**src/include/cdg_pkg.sv**
```systemverilog
// constants, register images and gain arithmetic for the codec gain path
package cdg_pkg;
  localparam int APB_AW = 8;
  // register indices; byte address is four times the index
  localparam logic [5:0] REG_RX_IDX   = 6'h05;
  localparam logic [5:0] REG_ADC_IDX  = 6'h06;
  localparam logic [5:0] REG_DAC_IDX  = 6'h07;
  localparam logic [5:0] REG_ATT_IDX  = 6'h09;
  localparam logic [5:0] REG_HPF_IDX  = 6'h0b;
  localparam logic [5:0] REG_STAT_IDX = 6'h0c;
  // writable bits of each 8-bit register
  localparam logic [7:0] RX_WMASK  = 8'h7f;
  localparam logic [7:0] ADC_WMASK = 8'h9f;
  localparam logic [7:0] DAC_WMASK = 8'hff;
  localparam logic [7:0] ATT_WMASK = 8'h0f;
  // values after reset; gain code 8 is 0 dB
  localparam logic [7:0] RX_RST  = 8'h00;
  localparam logic [7:0] ADC_RST = 8'h08;
  localparam logic [7:0] DAC_RST = 8'h08;
  localparam logic [7:0] ATT_RST = 8'h00;
  localparam logic [4:0] GAIN_UNITY = 5'h08;
  localparam logic [1:0] LINE_GAIN_MAX = 2'h2;
  // zero-cross fallback, in frames
  localparam int FALLBACK_FRAMES = 256;
  localparam logic [7:0] FALLBACK_LAST = 8'(FALLBACK_FRAMES - 1);
  localparam int GAIN_FRAC = 13;
  localparam logic signed [32:0] SMP_MAX = 33'sh0_0000_7fff;
  localparam logic signed [32:0] SMP_MIN = 33'sh1_ffff_8000;

  typedef logic signed [15:0] cdg_smp_t;
  typedef struct packed {
    logic       rsv;
    logic       handset_in_mute;
    logic       mic_mute;
    logic       line_input_mute;
    logic [1:0] line_in_gain;
    logic [1:0] mic_gain;
  } cdg_rx_s;
  typedef struct packed {
    logic       line_out_mute;
    logic [1:0] rsv;
    logic [4:0] gain;
  } cdg_adc_s;
  typedef struct packed {
    logic       handset_out_mute;
    logic       speaker_left_mute;
    logic       speaker_right_mute;
    logic [4:0] gain;
  } cdg_dac_s;
  typedef struct packed {
    logic [3:0] rsv;
    logic [1:0] line_atten;
    logic [1:0] spk_atten;
  } cdg_att_s;
  typedef struct packed {
    cdg_rx_s  rx;
    cdg_adc_s adc;
    cdg_dac_s dac;
    cdg_att_s att;
    logic     highpass_disable;
  } cdg_ana_s;

  // linear factor in 3.13 form; code 0 is +12 dB, each step -1.5 dB
  function automatic logic [15:0] gain_lin(logic [4:0] code);
    logic [15:0] t [32];
    t = '{16'h7f65, 16'h6b30, 16'h5a30, 16'h4be2, 16'h3fd9, 16'h35b9, 16'h2d34, 16'h2608,
          16'h2000, 16'h1aed, 16'h16a8, 16'h1310, 16'h100a, 16'h0d7f, 16'h0b5b, 16'h098e,
          16'h080a, 16'h06c3, 16'h05b1, 16'h04ca, 16'h0407, 16'h0364, 16'h02da, 16'h0266,
          16'h0205, 16'h01b3, 16'h016e, 16'h0134, 16'h0103, 16'h00da, 16'h00b7, 16'h009a};
    return t[code];
  endfunction : gain_lin

  // scale one sample, saturating to the 16-bit range
  function automatic cdg_smp_t gain_apply(cdg_smp_t x, logic [4:0] code);
    logic signed [32:0] p;
    p = x * $signed({1'b0, gain_lin(code)});
    p = p >>> GAIN_FRAC;
    if (p > SMP_MAX)
      return 16'sh7fff;
    if (p < SMP_MIN)
      return 16'sh8000;
    return p[15:0];
  endfunction : gain_apply

  function automatic logic [APB_AW-1:0] reg_byte(logic [5:0] idx);
    return {idx, 2'b00};
  endfunction : reg_byte
endpackage : cdg_pkg

```
**src/rtl/cdg_gain_mute.sv**
```systemverilog
// record and playback digital gain with zero-cross level update, apb control
`timescale 1ns/1ps
// Overview of operation
// - samples are 16-bit two's complement
// - record gain +12 to -34.5 dB, 1.5 dB steps
// - playback gain same range and step
// - new level applied only at zero crossing
// - apply anyway after 256 frames
// - each analog input has its own mute
// - each analog output mutes independently
// - line output mute bit in register 6
// - speaker left/right mute bits in register 7
// - analog output attenuation from register 9
// - pre-amp gain selects in register 5
// - mic 0-30 dB, line 0-20 dB gain
// - highpass disable extends passband to DC
// - one frame equals one sample
module cdg_gain_mute
  import cdg_pkg::*;
(
  // clock and reset
  input  wire logic              pclk,
  input  wire logic              presetn,
  // apb slave
  input  wire logic              psel,
  input  wire logic              penable,
  input  wire logic              pwrite,
  input  wire logic [APB_AW-1:0] paddr,
  input  wire logic [31:0]       pwdata,
  output logic                   pready,
  output logic [31:0]            prdata,
  output logic                   pslverr,
  // sample inputs, index 0 record, 1 playback
  input  wire logic [1:0]        s_valid,
  output logic [1:0]             s_ready,
  input  wire cdg_smp_t [1:0]    s_data,
  // sample outputs after gain
  output logic [1:0]             m_valid,
  input  wire logic [1:0]        m_ready,
  output cdg_smp_t [1:0]         m_data,
  // analog path controls
  output cdg_ana_s               ana
);

  logic [1:0]       pend_q;
  logic [1:0][7:0]  cnt_q;
  logic [1:0][4:0]  gain_q;
  logic [1:0]       prev_q;
  logic [1:0]       full_q;
  cdg_smp_t [1:0]   tail_q;

  // address decode
  wire hit_rx   = paddr == reg_byte(REG_RX_IDX);
  wire hit_adc  = paddr == reg_byte(REG_ADC_IDX);
  wire hit_dac  = paddr == reg_byte(REG_DAC_IDX);
  wire hit_att  = paddr == reg_byte(REG_ATT_IDX);
  wire hit_hpf  = paddr == reg_byte(REG_HPF_IDX);
  wire hit_stat = paddr == reg_byte(REG_STAT_IDX);
  wire mapped   = hit_rx | hit_adc | hit_dac | hit_att | hit_hpf | hit_stat;
  wire wr       = psel & penable & pready & pwrite;

  // write images with reserved bits forced low
  wire cdg_rx_s  rx_raw = cdg_rx_s'(pwdata[7:0] & RX_WMASK);
  wire cdg_adc_s adc_w  = cdg_adc_s'(pwdata[7:0] & ADC_WMASK);
  wire cdg_dac_s dac_w  = cdg_dac_s'(pwdata[7:0] & DAC_WMASK);
  wire cdg_att_s att_w  = cdg_att_s'(pwdata[7:0] & ATT_WMASK);
  // line gain clamp
  // the line pre-amp has no 30 dB step, so code 3 falls back to 20 dB
  wire [1:0] line_g = (rx_raw.line_in_gain > LINE_GAIN_MAX) ? LINE_GAIN_MAX
                                                             : rx_raw.line_in_gain;
  wire cdg_rx_s  rx_w   = {rx_raw[7:4], line_g, rx_raw.mic_gain};

  // record and playback request decode
  // a gain request is any write to the volume register, even same value
  wire [1:0] wr_gain = {wr & hit_dac, wr & hit_adc};
  wire [1:0][4:0] tgt = {ana.dac.gain, ana.adc.gain};

  // read data
  wire [31:0] stat  = {20'h0, pend_q, gain_q[1], gain_q[0]};
  wire [31:0] rdata = hit_rx  ? {24'h0, ana.rx}  :
                      hit_adc ? {24'h0, ana.adc} :
                      hit_dac ? {24'h0, ana.dac} :
                      hit_att ? {24'h0, ana.att} :
                      hit_hpf ? {31'h0, ana.highpass_disable} :
                      hit_stat ? stat : 32'h0;

  // apb answer: ready in the first access cycle, data caught in setup
  always_ff @(posedge pclk or negedge presetn)
  begin
    if (!presetn)
    begin
      pready  <= 1'b0;
      prdata  <= 32'h0;
      pslverr <= 1'b0;
    end
    else
    begin
      pready  <= psel & ~penable;
      prdata  <= rdata;
      pslverr <= psel & ~penable & ~mapped;
    end
  end

  // control registers
  always_ff @(posedge pclk or negedge presetn)
  begin
    if (!presetn)
    begin
      ana.rx  <= cdg_rx_s'(RX_RST);
      ana.adc <= cdg_adc_s'(ADC_RST);
      ana.dac <= cdg_dac_s'(DAC_RST);
      ana.att <= cdg_att_s'(ATT_RST);
      ana.highpass_disable <= 1'b0;
    end
    else
    begin
      if (wr && hit_rx)
        ana.rx <= rx_w;
      if (wr && hit_adc)
        ana.adc <= adc_w;
      if (wr && hit_dac)
        ana.dac <= dac_w;
      if (wr && hit_att)
        ana.att <= att_w;
      if (wr && hit_hpf)
        ana.highpass_disable <= pwdata[0];
    end
  end

  wire [1:0]            take;
  wire [1:0]            zc;
  wire [1:0]            due;
  wire [1:0][4:0]       eff;
  wire cdg_smp_t [1:0]  res;
  wire [1:0]            pop;
  wire [1:0]            full_d;

  // per-path gain stage and two-entry output buffer
  for (genvar i = 0; i < 2; i++)
  begin : g_path
    assign take[i] = s_valid[i] & s_ready[i];
    // sign change detect
    // an exact zero sample also counts, it is silence either way
    assign zc[i]  = (s_data[i] == 16'sh0000) | (s_data[i][15] != prev_q[i]);
    assign due[i] = pend_q[i] & (zc[i] | (cnt_q[i] == FALLBACK_LAST));
    assign eff[i] = due[i] ? tgt[i] : gain_q[i];
    assign res[i] = gain_apply(s_data[i], eff[i]);
    assign pop[i] = m_valid[i] & m_ready[i];
    // one word per frame
    // no entry free after a push onto a held head
    assign full_d[i] = full_q[i] ? ~pop[i] : (take[i] & ~pop[i] & m_valid[i]);

    unity_pass_a: assert property (@(posedge pclk) disable iff (!presetn)
      take[i] && eff[i] == GAIN_UNITY |-> res[i] == s_data[i])
      else $error("unity gain altered sample");
    gain_hold_a: assert property (@(posedge pclk) disable iff (!presetn)
      $changed(gain_q[i]) |-> $past(take[i] && due[i]))
      else $error("gain changed without crossing or timeout");
    zero_cross_a: assert property (@(posedge pclk) disable iff (!presetn)
      take[i] && pend_q[i] && zc[i] && !wr_gain[i] |=> !pend_q[i] ##0
      gain_q[i] == $past(tgt[i]))
      else $error("crossing did not apply level");
    fallback_a: assert property (@(posedge pclk) disable iff (!presetn)
      take[i] && pend_q[i] && cnt_q[i] == FALLBACK_LAST && !wr_gain[i]
      |=> gain_q[i] == $past(tgt[i]) && !pend_q[i])
      else $error("fallback level not applied");
    restart_a: assert property (@(posedge pclk) disable iff (!presetn)
      wr_gain[i] |=> pend_q[i] && cnt_q[i] == 8'h00)
      else $error("request did not restart count");
    buf_hold_a: assert property (@(posedge pclk) disable iff (!presetn)
      m_valid[i] && !m_ready[i] |=> m_valid[i] && $stable(m_data[i]))
      else $error("stalled output word lost");
    // an empty buffer must show the accepted word on the next cycle
    out_valid_a: assert property (@(posedge pclk) disable iff (!presetn)
      take[i] && !m_valid[i] |=> m_valid[i] && m_data[i] == $past(res[i]))
      else $error("accepted sample not presented");
    no_overrun_a: assert property (@(posedge pclk) disable iff (!presetn)
      full_q[i] && !pop[i] |=> !s_ready[i])
      else $error("full buffer still accepting");
  end

  // gain state and buffer registers for both paths
  always_ff @(posedge pclk or negedge presetn)
  begin
    if (!presetn)
    begin
      pend_q  <= 2'h0;
      cnt_q   <= '0;
      gain_q  <= {GAIN_UNITY, GAIN_UNITY};
      prev_q  <= 2'h0;
      full_q  <= 2'h0;
      tail_q  <= '0;
      m_valid <= 2'h0;
      m_data  <= '0;
      s_ready <= 2'h0;
    end
    else
    begin
      for (int i = 0; i < 2; i++)
      begin
        // request tracking, fallback count
        // a fresh request wins over an apply in the same cycle
        if (wr_gain[i])
        begin
          pend_q[i] <= 1'b1;
          cnt_q[i]  <= 8'h00;
        end
        else if (take[i] && due[i])
          pend_q[i] <= 1'b0;
        else if (take[i] && pend_q[i])
          cnt_q[i] <= cnt_q[i] + 8'h01;
        if (take[i])
          prev_q[i] <= s_data[i][15];
        if (take[i] && due[i])
          gain_q[i] <= tgt[i];
        if (take[i] && (!m_valid[i] || (pop[i] && !full_q[i])))
          m_data[i] <= res[i];
        else if (pop[i] && full_q[i])
          m_data[i] <= tail_q[i];
        if (take[i] && (full_q[i] || (m_valid[i] && !pop[i])))
          tail_q[i] <= res[i];
        m_valid[i] <= take[i] | full_q[i] | (m_valid[i] & ~pop[i]);
        full_q[i]  <= full_d[i];
        s_ready[i] <= ~full_d[i];
      end
    end
  end

  line_mute_a: assert property (@(posedge pclk) disable iff (!presetn)
    wr && hit_adc |=> ana.adc.line_out_mute == $past(adc_w.line_out_mute))
    else $error("line output mute not stored");
  spk_mute_a: assert property (@(posedge pclk) disable iff (!presetn)
    wr && hit_dac |=> ana.dac.speaker_left_mute == $past(dac_w.speaker_left_mute) &&
    ana.dac.speaker_right_mute == $past(dac_w.speaker_right_mute))
    else $error("speaker mutes not stored");
  line_gain_a: assert property (@(posedge pclk) disable iff (!presetn)
    ana.rx.line_in_gain <= LINE_GAIN_MAX)
    else $error("line pre-amp gain out of range");
  hpf_sel_a: assert property (@(posedge pclk) disable iff (!presetn)
    wr && hit_hpf |=> ana.highpass_disable == $past(pwdata[0]))
    else $error("highpass disable not stored");

  // register images checked against the raw write data, not the masks
  in_mute_a: assert property (@(posedge pclk) disable iff (!presetn)
    wr && hit_rx |=> ana.rx.mic_mute == $past(pwdata[5]) &&
    ana.rx.line_input_mute == $past(pwdata[4]) &&
    ana.rx.handset_in_mute == $past(pwdata[6]))
    else $error("input mutes not stored");
  out_mute_a: assert property (@(posedge pclk) disable iff (!presetn)
    wr && hit_dac |=> ana.dac.handset_out_mute == $past(pwdata[7]) &&
    ana.adc == $past(ana.adc))
    else $error("output mutes not independent");
  atten_store_a: assert property (@(posedge pclk) disable iff (!presetn)
    wr && hit_att |=> ana.att.line_atten == $past(pwdata[3:2]) &&
    ana.att.spk_atten == $past(pwdata[1:0]) && ana.att.rsv == 4'h0)
    else $error("attenuation select not stored");
  mic_gain_a: assert property (@(posedge pclk) disable iff (!presetn)
    wr && hit_rx |=> ana.rx.mic_gain == $past(pwdata[1:0]))
    else $error("mic pre-amp gain not stored");

  // gain requests land in the volume images
  rec_code_a: assert property (@(posedge pclk) disable iff (!presetn)
    wr && hit_adc |=> ana.adc.gain == $past(pwdata[4:0]))
    else $error("record gain code not stored");
  ply_code_a: assert property (@(posedge pclk) disable iff (!presetn)
    wr && hit_dac |=> ana.dac.gain == $past(pwdata[4:0]))
    else $error("playback gain code not stored");

  // the host never waits more than one access cycle
  apb_answer_a: assert property (@(posedge pclk) disable iff (!presetn)
    psel && !penable |=> pready && pslverr == !$past(mapped))
    else $error("register access not answered");

endmodule : cdg_gain_mute

```
**config.mk**
```make
export PLATFORM = sky130hd
export DESIGN_NAME = cdg_gain_mute
export DESIGN_NICKNAME = d
export VERILOG_FILES = /design/src/include/cdg_pkg.sv /design/src/rtl/cdg_gain_mute.sv
export SDC_FILE = /design/constraint.sdc
export NUM_CORES = 1
export LEC_CHECK = 0
export BUFFER_PORTS_ARGS = -buffer_cell sky130_fd_sc_hd__buf_2
export CAP_MARGIN = 5
export CORE_MARGIN = 2
export CORE_UTILIZATION = 50
export CTS_CLUSTER_DIAMETER = 40
export CTS_CLUSTER_SIZE = 8
export DETAILED_ROUTE_END_ITERATION = 8
export HOLD_SLACK_MARGIN = 0.02
export PLACE_DENSITY = 0.74
export SYNTH_ARGS = -nofsm -noshare
export SYNTH_HDL_FRONTEND = slang
export SYNTH_SLANG_ARGS = --single-unit
```
**constraint.sdc**
```tcl
create_clock -name pclk -period 13 [get_ports pclk]
set_input_delay 2.6 -clock pclk [delete_from_list [all_inputs] [get_ports pclk]]
set_output_delay 2.6 -clock pclk [all_outputs]
set_load 0.005 [all_outputs]
```
# After elaboration in Yosys (flattened, before gate mapping)
# Memory sizes are Yosys's and may differ from the RTL's.
# Cells that the tools add are included.
[word_totals] out_inout_bits=103 elab_cells=179 register_bits=140 rom_bits=1024 mem_count=2
[mem_list] name="(name not given)" depth=32 word_bits=16 read_ports=1 rd_ports_with_merged_regs=0 wr=0 line_no="cdg_pkg.sv:70" text="return t[code];"
[mem_list] name="(name not given)" depth=32 word_bits=16 read_ports=1 rd_ports_with_merged_regs=0 wr=0 line_no="cdg_pkg.sv:70"
[classes] eq_ne=12 n_reduce_logical=39 bitwise=40 magnitude_cmp=7 n_addsub=2 mux=43 mul=2
[op_table] op="2-to-1 mux 16 bit" count=16
[op_table] op="2-to-1 mux 12 bit" count=6
[op_table] op="multiplier 16 x 17 -> 33 bit" count=2
[op_table] op="2-to-1 mux 8 bit" count=6
[op_table] op="greater-than comparator 20 x 16 -> 1 bit (second input constant)" count=2
[op_table] op="less-than comparator 20 x 16 -> 1 bit (second input constant)" count=2
[op_table] op="zero test 16 bit" count=2
[op_table] op="== test 8 x 5 -> 1 bit (second input constant)" count=3
[op_table] op="== test 8 x 6 -> 1 bit (second input constant)" count=3
[op_table] op="AND 1 bit" count=19
[op_table] op="logical AND 1 bit" count=19
[op_table] op="adder 8 x 1 -> 8 bit (second input constant)" count=2
[op_table] op="== test 8 bit (second input constant)" count=2
[op_table] op="bitwise OR 1 bit" count=13
[op_table] op="greater-or-equal comparator 6 bit (second input constant)" count=2
[op_table] op="2-to-1 mux 1 bit" count=12
[op_table] op="inverter 5 -> 6 bit" count=2
[op_table] op="nonzero test 2 bit" count=6
[op_table] op="2-to-1 mux 5 bit" count=2
[op_table] op="zero test 1 bit" count=6
[op_table] op="inverter 1 bit" count=6
[op_table] op="logical OR 1 bit" count=4
[op_table] op="!= test 2 bit (second input constant)" count=2
[op_table] op="AND reduction 2 bit" count=2
[op_table] op="3 further kinds" count=4

# Longest topological paths before layout
[logic_depth] depth_word=16 depth_mapped=42 mapped_depth_nobuf=38

# Worst setup path before layout
# No wires, ideal clock.
[synth_path] kind="input -> register" start="input port s_data[27] (netlist bit)" end="register tail_q[22] (netlist bit)" setup_time_ns=0.103 setup_slack_ns=1.547 path_stages=34 arrival_ns=11.349 path_cell_list="nor4_1 > and4_2 > o21ai_4 > buf_6 > o21ai_0 > ha_1 > clkbuf_1 > o22ai_1 > a31oi_1 > o21ai_0 > clkbuf_1 > nand2_1 > fa_1 > inv_1 > fa_1 > inv_1 > fa_1 > inv_1 > fa_1 > fa_1 > inv_1 > fa_1 > inv_1 > ha_1 > clkbuf_1 > a21o_1 > a31oi_1 > o211ai_1 > a2111oi_0 > a31oi_1 > o21bai_2 > nor4_4 > nor2_2 > o41ai_2"
[synth_via] elab_chain_cells=15
[synth_lines] element="start: declaration" line_no="cdg_gain_mute.sv:36" text="input wire cdg_smp_t [1:0] s_data,"
[synth_lines] element="zero test 16 bit" line_no="cdg_gain_mute.sv:144" text="assign zc[i] = (s_data[i] == 16'sh0000) | (s_data[i][15] != prev_q[i]);"
[synth_lines] element="bitwise OR 1 bit" line_no="cdg_gain_mute.sv:144"
[synth_lines] element="bitwise OR 1 bit" line_no="cdg_gain_mute.sv:145" text="assign due[i] = pend_q[i] & (zc[i] | (cnt_q[i] == FALLBACK_LAST));"
[synth_lines] element="AND 1 bit" line_no="cdg_gain_mute.sv:145"
[synth_lines] element="2-to-1 mux 5 bit" line_no="cdg_gain_mute.sv:146" text="assign eff[i] = due[i] ? tgt[i] : gain_q[i];"
[synth_lines] element="inverter 5 -> 6 bit (implied by the code)" line_no="cdg_pkg.sv:70"
[synth_lines] element="memory read (32 x 16 bit)"
[synth_lines] element="2-to-1 mux 16 bit (implied by the code) (2 in series)" line_no="cdg_pkg.sv:70"
[synth_lines] element="multiplier 16 x 17 -> 33 bit (*)" line_no="cdg_pkg.sv:76" text="p = x * $signed({1'b0, gain_lin(code)});"
[synth_lines] element="less-than comparator 20 x 16 -> 1 bit" line_no="cdg_pkg.sv:80" text="if (p < SMP_MIN)"
[synth_lines] element="2-to-1 mux 1 bit (2 in series)" line_no="cdg_pkg.sv:80"
[synth_lines] element="2-to-1 mux 16 bit" line_no="cdg_pkg.sv:82" text="return p[15:0];"
[synth_lines] element="2-to-1 mux 16 bit (*)" line_no="cdg_pkg.sv:80"
[synth_lines] element="end signal: indexed assignment" line_no="cdg_gain_mute.sv:221" text="tail_q[i] <= res[i];"
[synth_lines] element="end: declaration" line_no="cdg_gain_mute.sv:50" text="cdg_smp_t [1:0] tail_q;"
# Mark *: on every way between the ends. The rest lies on a longest branch, timed or not. The select of a mux whose other input is x is not followed.
# A chain may end at the register's enable or synchronous reset.

# Worst setup path in the final report
[layout_path] start="input port s_data[19] (netlist bit)" end="register m_data[18] (netlist bit)"
[layout_via] elab_chain_cells=16
[layout_lines] element="zero test 16 bit" line_no="cdg_gain_mute.sv:144"
[layout_lines] element="bitwise OR 1 bit" line_no="cdg_gain_mute.sv:144"
[layout_lines] element="bitwise OR 1 bit" line_no="cdg_gain_mute.sv:145"
[layout_lines] element="AND 1 bit" line_no="cdg_gain_mute.sv:145"
[layout_lines] element="2-to-1 mux 5 bit" line_no="cdg_gain_mute.sv:146"
[layout_lines] element="inverter 5 -> 6 bit (implied by the code)" line_no="cdg_pkg.sv:70"
[layout_lines] element="memory read (32 x 16 bit)"
[layout_lines] element="2-to-1 mux 16 bit (implied by the code) (2 in series)" line_no="cdg_pkg.sv:70"
[layout_lines] element="multiplier 16 x 17 -> 33 bit (*)" line_no="cdg_pkg.sv:76"
[layout_lines] element="less-than comparator 20 x 16 -> 1 bit" line_no="cdg_pkg.sv:80"
[layout_lines] element="2-to-1 mux 1 bit (2 in series)" line_no="cdg_pkg.sv:80"
[layout_lines] element="2-to-1 mux 16 bit" line_no="cdg_pkg.sv:82"
[layout_lines] element="2-to-1 mux 16 bit (*)" line_no="cdg_pkg.sv:80"
[layout_lines] element="2-to-1 mux 16 bit (*)" line_no="cdg_gain_mute.sv:216" text="if (take[i] && (!m_valid[i] || (pop[i] && !full_q[i])))"
[layout_lines] element="end signal: indexed assignment" line_no="cdg_gain_mute.sv:217" text="m_data[i] <= res[i];"
[layout_lines] element="end signal: indexed assignment" line_no="cdg_gain_mute.sv:219" text="m_data[i] <= tail_q[i];"
[layout_lines] element="end: declaration" line_no="cdg_gain_mute.sv:40" text="output cdg_smp_t [1:0] m_data,"
# Marked as above.

==> flow_summary.toml <==
[timing]
min_period_over_period = 0.950
setup_viol = 0
slew_headroom = 0.237
fin_worst_skew_ns = 0.0143
fin_tns_setup_ns = 0
drv_slew = 0
post-route-min-period_ns = 12.35
rsz0062_at_grt = "false"
worstMarginPinSlew_ns = 1.13
hold_violations = 0
fmax_mhz = 81.0

[detailed_routing]
drtPass1Iterations = 6
wl_per_cell_um = 18.0
avgViaCountPerCell = 5.63
vias = 21000
drt_iter0_drc = 1445
wl_um = 67100
ant_nets = 0
drc = 0

[finish]
layout_common_cells = "474 x inv_1, 365 x nand2_1, 358 x fa_1"
final_common_cell = "inv_1"
layout-drive-gt1-share = 0.110
final_util = 0.543
antenna_cells = 0
fin_area_mm2 = 0.0278
area_growth_pct = 7.45
fin_nets = 3742
final_cell_count_no_fill = 3734

[yosys]
ys_seq_elements = 140
yosysWarnings = 0
yosys_most_used_dff = "dfrtp_1"
synth_seq_area_share = 0.135
avgSynthCellArea_um2 = 8.73
yosys.cell_types.count = 101
syn_inst = 2967
synth_edf_count = 0
syn_area_mm2 = 0.0259
async_flop_share = 1.00

[grt]
grt_pass1_vias = 21700
antenna_found_initial = 1
use_met3 = 0.0407
grt_max_degree = 83
track_usage = 0.260
met2_usage = 0.454
busiest_layer = "met2"
grt_use_met1 = 0.323
gr-total-overflow = 0
grt_pass1_wl_um = 112000

[critical_path]
path_class = "primary input to flip-flop"
arrival_ns = 12.72
worstSetupEndpointType = "flip-flop"
required_ns = 13.36
worstSetupStartpointType = "primary input"
crit_fanout = 16
critPathSlowestCell = "o21ai_0"
slowest_delay_ns = 0.89

[cts]
clockBufferDepth = 2
cts_tree = "yes"
cts_root_buf = "clkbuf_16"
clk_pin_slew_worst_paths_ns = 0.06
cts.sinks = 140
h-tree-depth = 4
numCtsBuffers = 17
clk_latency_ns = 0.47
post_cts_buffers = 0

[placed_design]
dpl_cell_area_mm2 = 0.0272
post-dp-hpwl_um = 52400
io_buffers = 132
dpl.cell_count = 3702
place.gp.congestion = 0.949

[worst_hold_path]
holdCritPathClass = "flip-flop to flip-flop"

[die]
die-area_mm2 = 0.0537
initial_core_util = 0.505
core-area_mm2 = 0.0513
num_rows = 83
die_h_um = 232
die_w_um = 232
ios = 184

[job]
drv_cap = 0

[run_status]
status = "finished, final reports clean"
kinds of logic after synthesis:
| group | Yosys count | synth area share |
|---|---|---|
| AND/OR/NAND/NOR | 945 | 0.183 |
| buffers and inverters | 635 | 0.0981 |
| XOR/XNOR | 50 | 0.0169 |
| multiplexers | 55 | 0.0240 |
| adder cells (fa/ha/maj) | 620 | 0.403 |
| flip-flops | 140 | 0.135 |
| AO/OA/AOI/OAI | 521 | 0.139 |
| other | 1 | 0.000145 |
timing repair:
action / in CTS / in global routing
gates resized for setup: 0 / 2
setup endpoints to repair: 0 / 8
hold buffers: 0 / 0
flip-flops by register name, summed over array words and instances, names as in the netlist:
name / cells
m_valid: 2
pready: 1
gain_q: 10
cnt_q: 16
full_q: 2
pend_q: 2
prev_q: 2
s_ready: 2
tail_q: 32
m_data: 32
ana: 26
pslverr: 1
prdata: 12
worst max-delay path, delay by kind of cell:
kind | cells | cell delay (ns)
and+or+nand+nor | 11 | 2.85
AOI/OAI and AO/OA | 10 | 2.62
adders and majority gates | 8 | 3.26
buffers and inverters | 9 | 1.35
cells in the mapped netlist (6+ instances only):
library cell	count	area, um2
inv_1	474	1780
nand2_1	365	1370
fa_1	358	7170
ha_1	262	3280
and2_1	209	1310
dfrtp_1	136	3400
nor2_1	124	465
clkbuf_1	118	443
a21oi_1	112	561
o21ai_0	101	505
a21o_1	65	488
nor2b_1	46	288
o211ai_1	38	285
mux2_2	35	394
and3_1	33	206
nand3_1	32	160
buf_4	31	233
xnor2_1	30	263
nand2b_1	29	181
a22oi_1	25	188
nand4_1	23	144
nor3_1	23	115
xor2_1	20	175
o21ai_1	17	85.1
mux2i_1	16	160
a21oi_2	12	105
o21bai_1	12	90.1
o31ai_1	12	90.1
a211oi_1	10	75.1
a31oi_1	10	62.6
nor4_1	9	56.3
o211ai_2	9	113
o22ai_1	9	56.3
o32ai_1	9	78.8
o21a_1	8	60.1
or2_2	8	50.1
buf_2	7	35.0
nor3b_1	7	52.6
o221ai_1	7	61.3
and4_1	6	52.6
final timing paths:
| check | start | end | slack [ns] | depth (start not counted) |
|---|---|---|---|---|
| worst max register to register | cnt_q[8] | m_data[18] | 2.86 | 37 |
| worst min register to register | tail_q[25] | tail_q[25] | 0.48 | 2 |
| worst max-delay path | s_data[19] | m_data[18] | 0.65 | 38 |
| worst min-delay path | tail_q[25] | tail_q[25] | 0.48 | 2 |
| min in group asynchronous | presetn | cnt_q[0] | 2.19 | 1 |
| max in group asynchronous | presetn | tail_q[29] | 9.48 | 2 |
through the flow:
stage	setup slack (ns)	hold WS, ns
floorplan	1.55	0.449
global placement	0.246	0.462
detailed placement	0.250	0.467
CTS	0.678	0.481
global route	0.129	0.504
finish	0.648	0.479
final cells by class:
cell class / instances / area [um2]
clock buffers: 17 / 425
clock inverters: 15 / 173
fillers: 4732 / 23500
inverters: 474 / 1780
multi-input cells: 2218 / 20000
flip-flops and latches: 140 / 3510
well taps: 680 / 851
repair buffers: 190 / 1110
metal layers:
metal | routed length [um] | share of wire
met2 | 33600 | 0.50
met4 | 2440 | 0.036
met1 | 27000 | 0.40
met3 | 4030 | 0.060
met5 | 11 | 0.00016
Power is left out: the tool's default activity adds up to more than one toggle a clock period on the data nets, which glitch-free logic cannot reach.
